$ cat config.mk
export PLATFORM = sky130hd
export DESIGN_NAME = prc_ctrl
export DESIGN_NICKNAME = d
export VERILOG_FILES = /design/src/verilog/prc_pkg.sv /design/src/verilog/prc_policy.sv /design/src/verilog/prc_ctrl.sv
export SDC_FILE = /design/constraint.sdc
export NUM_CORES = 1
export LEC_CHECK = 0
export BUFFER_PORTS_ARGS = -buffer_cell sky130_fd_sc_hd__buf_4
export CAP_MARGIN = 20
export CORE_MARGIN = 5
export CORE_UTILIZATION = 50
export DETAILED_ROUTE_END_ITERATION = 16
export PLACE_DENSITY = 0.82
export RECOVER_POWER = 50
export SLEW_MARGIN = 20
export SYNTH_ARGS = -nofsm -noshare
export SYNTH_HDL_FRONTEND = slang
export SYNTH_SLANG_ARGS = --single-unit
$ cat constraint.sdc
create_clock -name REF_CLK -period 2.8 [get_ports REF_CLK]
set_input_delay 0.7 -clock REF_CLK [delete_from_list [all_inputs] [get_ports REF_CLK]]
set_output_delay 0.7 -clock REF_CLK [all_outputs]
set_load 0.01 [all_outputs]
$ cat src/verilog/prc_pkg.sv
`default_nettype none
package prc_pkg;
    // Register offsets
    localparam logic [7:0] CTRL_OFS   = 8'h00;
    localparam logic [7:0] STATUS_OFS = 8'h04;
    // Control field positions
    localparam int MRM_LSB = 4;
    localparam int MRL_LSB = 6;
    localparam int MR_LSB  = 8;
    localparam int SDR_BIT = 10;
    localparam logic [1:0] MODE_RST = 2'h0;
    localparam logic       SDR_RST  = 1'b0;
    // Prefetch mode encodings
    localparam logic [1:0] PF_LINE     = 2'h0;
    localparam logic [1:0] PF_FULL_ONE = 2'h1;
    localparam logic [1:0] PF_FULL     = 2'h2;
    localparam logic [1:0] PF_FULL_ALL = 2'h3;
    // Status field positions
    localparam int ST_STATE_LSB = 0;
    localparam int ST_REM_LSB   = 8;
    localparam int ST_KEEP_BIT  = 16;
    localparam int ST_CMD_LSB   = 17;
    localparam logic [31:0] ADDR_STEP = 32'h4;

    typedef enum logic [1:0] {CMD_MR, CMD_MRL, CMD_MRM} prc_cmd_t;

    typedef enum logic [2:0] {ST_IDLE, ST_FETCH, ST_READY, ST_XFER, ST_HOLD} prc_state_t;

    typedef struct packed {
        logic       sdr_en;
        logic [1:0] mr_mode;
        logic [1:0] mrl_mode;
        logic [1:0] mrm_mode;
    } prc_ctrl_t;

    typedef struct packed {
        prc_cmd_t    cmd;
        logic [31:0] addr;
        logic        pref;
    } prc_req_t;
endpackage
`default_nettype wire

$ cat src/verilog/prc_policy.sv
`timescale 1ns/1ns
`default_nettype none
module prc_policy #(
    parameter int LEN_W   = 8,
    parameter int LINE_DW = 8,
    parameter int FULL_DW = 64
) (
    input  wire prc_pkg::prc_req_t  req,
    input  wire prc_pkg::prc_ctrl_t ctrl,
    output logic [LEN_W-1:0]        len,
    output logic                    keep_dev,
    output logic                    keep_mst,
    output logic                    disc_first
);
    import prc_pkg::*;

    localparam logic [LEN_W-1:0] LEN_ONE  = LEN_W'(1);
    localparam logic [LEN_W-1:0] LEN_LINE = LEN_W'(LINE_DW);
    localparam logic [LEN_W-1:0] LEN_FULL = LEN_W'(FULL_DW);

    always_comb
    begin
        len        = LEN_ONE;
        keep_dev   = 1'b0;
        keep_mst   = 1'b0;
        disc_first = 1'b0;
        if (req.pref)
        begin
            unique case (req.cmd)
                CMD_MRM:
                begin
                    len      = (ctrl.mrm_mode == PF_LINE) ? LEN_LINE : LEN_FULL;
                    keep_dev = ctrl.mrm_mode == PF_FULL_ONE || ctrl.mrm_mode == PF_FULL_ALL;
                    keep_mst = ctrl.mrm_mode == PF_FULL_ALL;
                end
                CMD_MRL:
                begin
                    len      = (ctrl.mrl_mode == PF_LINE) ? LEN_LINE : LEN_FULL;
                    keep_mst = ctrl.mrl_mode == PF_FULL_ONE || ctrl.mrl_mode == PF_FULL_ALL;
                    keep_dev = ctrl.mrl_mode == PF_FULL_ALL;
                end
                CMD_MR:
                begin
                    // Reserved code behaves as one line, the safe choice
                    unique case (ctrl.mr_mode)
                        PF_LINE:     len = LEN_LINE;
                        PF_FULL_ONE: len = LEN_LINE;
                        PF_FULL:     len = LEN_FULL;
                        PF_FULL_ALL:
                        begin
                            len        = LEN_ONE;
                            disc_first = 1'b1;
                        end
                    endcase
                end
                default: len = LEN_ONE;
            endcase
        end
        // Non-prefetchable: only the requested word, never kept
    end
endmodule
`default_nettype wire

$ cat src/verilog/prc_ctrl.sv
// The strobed register port and the address map were decided locally.
`timescale 1ns/1ns
`default_nettype none
module prc_ctrl #(
    parameter int LEN_W   = 8,
    parameter int LINE_DW = 8,
    parameter int FULL_DW = 64
) (
    input  wire logic               REF_CLK,
    input  wire logic               RESET,
    input  wire logic [7:0]         REG_ADDR,
    input  wire logic [31:0]        REG_WDATA,
    input  wire logic               REG_WR,
    input  wire logic               REG_RD,
    output logic [31:0]             REG_RDATA,
    input  wire logic               REQ_VALID,
    input  wire prc_pkg::prc_req_t  REQ,
    output logic                    REQ_RETRY,
    output logic                    REQ_GRANT,
    output logic                    DISC_FIRST,
    output logic                    FETCH_VALID,
    output logic [31:0]             FETCH_ADDR,
    output logic [LEN_W-1:0]        FETCH_LEN,
    input  wire logic               FETCH_DONE,
    input  wire logic               DW_TAKEN,
    input  wire logic               XFER_END,
    input  wire logic               XFER_BY_MASTER,
    input  wire logic               DISCARD_EXPIRE,
    output logic                    BUF_KEEP,
    output logic                    BUF_FLUSH
);
    import prc_pkg::*;

    prc_ctrl_t        ctrl_q;
    prc_state_t       state_q;
    prc_req_t         pend_q;
    prc_req_t         pol_req;
    logic [31:0]      cur_addr_q;
    logic [LEN_W-1:0] rem_q;
    logic [LEN_W-1:0] rem_n;
    logic             keep_dev_q;
    logic             keep_mst_q;
    logic             disc_first_q;
    logic [LEN_W-1:0] pol_len;
    logic             pol_keep_dev;
    logic             pol_keep_mst;
    logic             pol_disc;
    logic             cmd_ok;
    logic             hit_ready;
    logic             hit_hold;
    logic             keep_now;
    logic [31:0]      status_w;

    // Policy looks at the new request while idle, else the pending one
    assign pol_req = (state_q == ST_IDLE) ? REQ : pend_q;

    prc_policy #(
        .LEN_W   (LEN_W),
        .LINE_DW (LINE_DW),
        .FULL_DW (FULL_DW)
    ) u_policy (
        .req        (pol_req),
        .ctrl       (ctrl_q),
        .len        (pol_len),
        .keep_dev   (pol_keep_dev),
        .keep_mst   (pol_keep_mst),
        .disc_first (pol_disc)
    );

    // Register writes
    always_ff @(posedge REF_CLK)
    begin
        if (RESET)
        begin
            ctrl_q.mrm_mode <= MODE_RST;
            ctrl_q.mrl_mode <= MODE_RST;
            ctrl_q.mr_mode  <= MODE_RST;
            ctrl_q.sdr_en   <= SDR_RST;
        end
        else if (REG_WR && REG_ADDR == CTRL_OFS)
        begin
            ctrl_q.mrm_mode <= REG_WDATA[MRM_LSB +: 2];
            ctrl_q.mrl_mode <= REG_WDATA[MRL_LSB +: 2];
            ctrl_q.mr_mode  <= REG_WDATA[MR_LSB +: 2];
            ctrl_q.sdr_en   <= REG_WDATA[SDR_BIT];
        end
    end

    always_comb
    begin
        status_w = 32'h0;
        status_w[ST_STATE_LSB +: 3]   = state_q;
        status_w[ST_REM_LSB +: LEN_W] = rem_q;
        status_w[ST_KEEP_BIT]         = BUF_KEEP;
        status_w[ST_CMD_LSB +: 2]     = pend_q.cmd;
    end

    // Read data stands only in the cycle after the strobe
    always_ff @(posedge REF_CLK)
    begin
        if (RESET)
            REG_RDATA <= 32'h0;
        else if (REG_RD)
        begin
            unique case (REG_ADDR)
                CTRL_OFS:
                begin
                    REG_RDATA <= 32'h0;
                    REG_RDATA[MRM_LSB +: 2] <= ctrl_q.mrm_mode;
                    REG_RDATA[MRL_LSB +: 2] <= ctrl_q.mrl_mode;
                    REG_RDATA[MR_LSB +: 2]  <= ctrl_q.mr_mode;
                    REG_RDATA[SDR_BIT]      <= ctrl_q.sdr_en;
                end
                STATUS_OFS: REG_RDATA <= status_w;
                default:    REG_RDATA <= 32'h0;
            endcase
        end
        else
            REG_RDATA <= 32'h0;
    end

    // Command match for a repeated delayed read
    assign cmd_ok    = (REQ.cmd == pend_q.cmd) || ctrl_q.sdr_en;
    // Completion relies on the master repeating the same address
    assign hit_ready = REQ_VALID && REQ.addr == pend_q.addr && cmd_ok;
    assign hit_hold  = REQ_VALID && REQ.addr == cur_addr_q && cmd_ok;
    assign rem_n     = (DW_TAKEN && rem_q != '0) ? rem_q - LEN_W'(1) : rem_q;
    assign keep_now  = XFER_BY_MASTER ? keep_mst_q : keep_dev_q;

    // Delayed-read sequencing
    always_ff @(posedge REF_CLK)
    begin
        if (RESET)
            state_q <= ST_IDLE;
        else
        begin
            unique case (state_q)
                ST_IDLE:
                    if (REQ_VALID)
                        state_q <= ST_FETCH;
                ST_FETCH:
                    if (FETCH_DONE)
                        state_q <= ST_READY;
                ST_READY:
                    if (DISCARD_EXPIRE)
                        state_q <= ST_IDLE;
                    else if (hit_ready)
                        state_q <= ST_XFER;
                ST_XFER:
                    if (XFER_END)
                        state_q <= (keep_now && rem_n != '0) ? ST_HOLD : ST_IDLE;
                ST_HOLD:
                    // Expiry beats a late hit; that master is retried
                    if (DISCARD_EXPIRE)
                        state_q <= ST_IDLE;
                    else if (hit_hold)
                        state_q <= ST_XFER;
            endcase
        end
    end

    // Pending request and prefetch plan, latched when taken
    always_ff @(posedge REF_CLK)
    begin
        if (RESET)
        begin
            pend_q       <= '{cmd: CMD_MR, addr: 32'h0, pref: 1'b0};
            keep_dev_q   <= 1'b0;
            keep_mst_q   <= 1'b0;
            disc_first_q <= 1'b0;
        end
        else if (state_q == ST_IDLE && REQ_VALID)
        begin
            pend_q       <= REQ;
            keep_dev_q   <= pol_keep_dev;
            keep_mst_q   <= pol_keep_mst;
            disc_first_q <= pol_disc;
        end
    end

    // Upstream fetch request, held until the data have landed
    always_ff @(posedge REF_CLK)
    begin
        if (RESET)
        begin
            FETCH_VALID <= 1'b0;
            FETCH_ADDR  <= 32'h0;
            FETCH_LEN   <= '0;
        end
        else if (state_q == ST_IDLE && REQ_VALID)
        begin
            FETCH_VALID <= 1'b1;
            FETCH_ADDR  <= REQ.addr;
            FETCH_LEN   <= pol_len;
        end
        else if (state_q == ST_FETCH && FETCH_DONE)
            FETCH_VALID <= 1'b0;
    end

    // Words left in the queue and the address of the next one
    always_ff @(posedge REF_CLK)
    begin
        if (RESET)
        begin
            rem_q      <= '0;
            cur_addr_q <= 32'h0;
        end
        else if (state_q == ST_FETCH && FETCH_DONE)
        begin
            rem_q      <= FETCH_LEN;
            cur_addr_q <= pend_q.addr;
        end
        else if (state_q == ST_XFER)
        begin
            rem_q <= rem_n;
            if (DW_TAKEN)
                cur_addr_q <= cur_addr_q + ADDR_STEP;
        end
        else if (state_q == ST_IDLE)
            rem_q <= '0;
    end

    // Answers to the master side
    always_ff @(posedge REF_CLK)
    begin
        if (RESET)
        begin
            REQ_RETRY  <= 1'b0;
            REQ_GRANT  <= 1'b0;
            DISC_FIRST <= 1'b0;
        end
        else
        begin
            REQ_RETRY <= 1'b0;
            REQ_GRANT <= 1'b0;
            unique case (state_q)
                ST_IDLE, ST_FETCH:
                    REQ_RETRY <= REQ_VALID;
                ST_READY:
                begin
                    REQ_GRANT <= hit_ready && !DISCARD_EXPIRE;
                    REQ_RETRY <= REQ_VALID && !(hit_ready && !DISCARD_EXPIRE);
                end
                ST_HOLD:
                begin
                    REQ_GRANT <= hit_hold && !DISCARD_EXPIRE;
                    REQ_RETRY <= REQ_VALID && !(hit_hold && !DISCARD_EXPIRE);
                end
                ST_XFER:
                    REQ_RETRY <= REQ_VALID;
            endcase
            if ((state_q == ST_READY && hit_ready && !DISCARD_EXPIRE) ||
                (state_q == ST_HOLD && hit_hold && !DISCARD_EXPIRE))
                DISC_FIRST <= disc_first_q;
            else if (state_q == ST_XFER && XFER_END)
                DISC_FIRST <= 1'b0;
        end
    end

    // Leftover buffer ownership
    always_ff @(posedge REF_CLK)
    begin
        if (RESET)
        begin
            BUF_KEEP  <= 1'b0;
            BUF_FLUSH <= 1'b0;
        end
        else
        begin
            BUF_FLUSH <= 1'b0;
            if (state_q == ST_XFER && XFER_END)
            begin
                BUF_KEEP  <= keep_now && rem_n != '0;
                BUF_FLUSH <= !(keep_now && rem_n != '0);
            end
            else if ((state_q == ST_HOLD || state_q == ST_READY) && DISCARD_EXPIRE)
            begin
                BUF_KEEP  <= 1'b0;
                BUF_FLUSH <= 1'b1;
            end
            else if (state_q == ST_HOLD && hit_hold)
                BUF_KEEP <= 1'b0;
        end
    end
endmodule
`default_nettype wire

==> run metrics <==
status finished, final reports clean; Synth Area in Simple Gates 24.7%; DP HPWL 12.8 mm; commonest non-fill, non-tap cells in the layout 118 x nand2_1, 114 x dfxtp_1, 79 x a21oi_1; crit path cell chain inv_1, ha_1, nor3b_1, a21oi_1, nor4_1, o2111ai_1, o21ai_1, o32ai_1; GRT Util Overall 23.7%; initial antenna violation count 0; WP data required 3.08 ns; share of post-route cells with drive strength above 1 13.2%; RSZ-0062 raised after global routing no; DRC Markers 0; crit path max fanout 9; relative max-transition margin 44.0%; crit path to BUF_KEEP$_SDFFE_PP0P_; Longest Clk Path Bufs 2; largest family of logic cells by synthesized area simple AND/OR/NAND/NOR gates; Netlist Area Pre-Place 6450 sq um; Hold Startpoint disc_first_q$_SDFFE_PP0P_; CTS tree built; PostCTS Resize Cnt 0; CTS Sinks 114; CTS buffer count 17; Final period util 86.3%; worst flop-to-flop path startpoint rem_q[0]$_SDFFE_PP0P_; Root Driver clkbuf_16; Die ar. 15,300 sq um; pin count of the biggest net entering global routing 70; P per Cell Area 723 nW/um^2; Clock Skew 0.0125 ns; final WL 18.0 mm; register area 2280 sq um; H-Tree Depth 4; Pre-antenna DRT Iters 5; ANT nets after route 0; syn_area_per_cell 7.94 sq um; adder-cell share of the synthesized area 1.16%; Die H 124 microns; Max IR drop VDD 0.497 mV; Vias/cell 5.62; Final #Nets 979; first-pass GRT wire length 28.1 mm; number of global-route vias before repair 5,545; PortBufs 118; Worst Setup SP rem_q[0]$_SDFFE_PP0P_; synthesized instance count 812; Core Rows 41; type of the most critical hold path reg -> reg; total gr overflow 0; Area Growth Syn to Fin 16.8%; Iteration-0 DRC Markers 535; f_max 414 MHz; final setup TNS 0 ns; CP Capture Type register; Primary FF master, synth dfxtp_1; leak pwr 0.00310 uW; CP arrival 2.70 ns; Post-CTS Setup Bufs 0; maxcap violations 0; mux share of post-synthesis cell area 2.70%; gpl congestion 0.901; endpoints failing hold 0; post-synthesis xor/xnor area fraction 9.24%; cell area after layout 7530 sq um; I/O pins 163; final hold slack 0.465 ns; post-synth cell types 66; routed length per placed instance 16.8 microns; final slew viol count 0; slowest cell on the critical path nor3b_1; final setup vio count 0; clock-pin slew on the worst setup and hold paths 0.05 ns; Layout fillers 1,167; Worst-Margin Slew 0.840 ns; share of the yosys chip area belonging to registers 35.4%; Die X 124 microns; Ant. Diodes 0; min Tclk post-route 2.42 ns; Starting Density 51.1%; core area 12,600 sq um; commonest non-fill, non-tap cell in the layout nand2_1; multi-input logic area 3560 sq um; fraction of the mapped netlist area in compound gates 16.2%; Setup CP Type reg -> reg; worst r2r dst BUF_KEEP$_SDFFE_PP0P_; Reg2Reg Setup Slack 0.38 ns; Clk Latency, worst-skew pair 0.42 ns; fraction of registers with async set/reset 0%; Hold Buf Count CTS 0; crit start category register; synthesis-stage register bit count 114; total chip power 5450 uW; worst stage delay on the critical path 0.52 ns; area post-placement 7140 sq um; Ys Warns 0; Worst Reg-to-Reg Cells 8; Post-synth EDFFs 0; via count 6,030; fin util 59.7%
## state kept, by name, indices dropped and copies added (netlist names), 2 cells and up
name	flops
ctrl_q	7
state_q	3
rem_q	8
FETCH_LEN	3
FETCH_ADDR	32
REG_RDATA	18
pend_q	2
cur_addr_q	32
## where the power goes
part	switching, uW	leakage [uW]	internal [uW]
sequential	173	0.000925	1750
clock	754	0.000306	1550
combinational	787	0.00187	431
total	1710	0.00310	3730
## metrics by stage
step                instances  setup slack [ns]
finish                   1073             0.384
global route             1073             0.150
detailed placement       1041             0.270
CTS                      1073             0.447
global placement         1041             0.289
floorplan                 830             0.635
## logic make-up (layout without fill, tap and decap cells)
family / count (synthesis) / in the layout
multiplexers: 17 / 17
AND/OR/NAND/NOR: 318 / 318
AO/OA/AOI/OAI: 175 / 175
XOR/XNOR: 68 / 68
other: 1 / 19
buffers and inverters: 113 / 184
adder cells (fa/ha/maj): 6 / 6
flip-flops: 114 / 114
## metal layers
layer | part of all wire [%] | track usage [%] | vias to the layer above
li1 | - | - | 2933
met1 | 42 | 30.9 | 2793
met2 | 47 | 37.3 | 266
met3 | 8.9 | 6.08 | 38
met4 | 2.5 | 10.1 | 0
met5 | 0 | 0 | -
## layout make-up
type / instances / area share [%]
inverter: 15 / 0.748
tap: 172 / 2.86
multi-input combinational: 603 / 47.2
sequential: 114 / 30.3
timing repair buffer: 137 / 10.5
clock inverter: 10 / 2.06
clock buffer: 22 / 6.30
## worst min path at each step
| stage | to | slack, ns | depth (start not counted) |
|---|---|---|---|
| after floorplan | DISC_FIRST$_SDFFE_PP0P_ | 0.44 | 2 |
| after global placement | DISC_FIRST$_SDFFE_PP0P_ | 0.45 | 2 |
| after detailed placement | DISC_FIRST$_SDFFE_PP0P_ | 0.46 | 2 |
| after CTS | DISC_FIRST$_SDFFE_PP0P_ | 0.46 | 2 |
| after global routing | cur_addr_q[1]$_SDFFE_PP0P_ | 0.50 | 2 |
| final | DISC_FIRST$_SDFFE_PP0P_ | 0.47 | 2 |
## synthesized netlist by cell type (all sizes together), types with 5 or more instances
library cell  instances  area [sq um]
a21oi                80           404
nand2b                5          31.3
and3                  8          50.1
a221oi                8          70.1
nor4                 30           218
nand2               118           443
nor3                 15          80.1
nand4                12          81.3
mux2i                14           140
nor2                 67           251
ha                    6          75.1
buf                  65           464
o21ai                33           165
inv                  15          56.3
nand3                19          95.1
dfxtp               114          2280
clkbuf               31           136
xor2                 64           561
a31oi                21           131
and2                 16           100
## worst max-delay path: cells and delay by family (launching register included)
kind	cells	cell delay [ns]
DFF	1	0.39
AOI/OAI and AO/OA	4	0.78
buffers and inverters	1	0.09
and+or+nand+nor	2	0.77
adders and majority gates	1	0.26
Power figures use the tool's default switching activity.
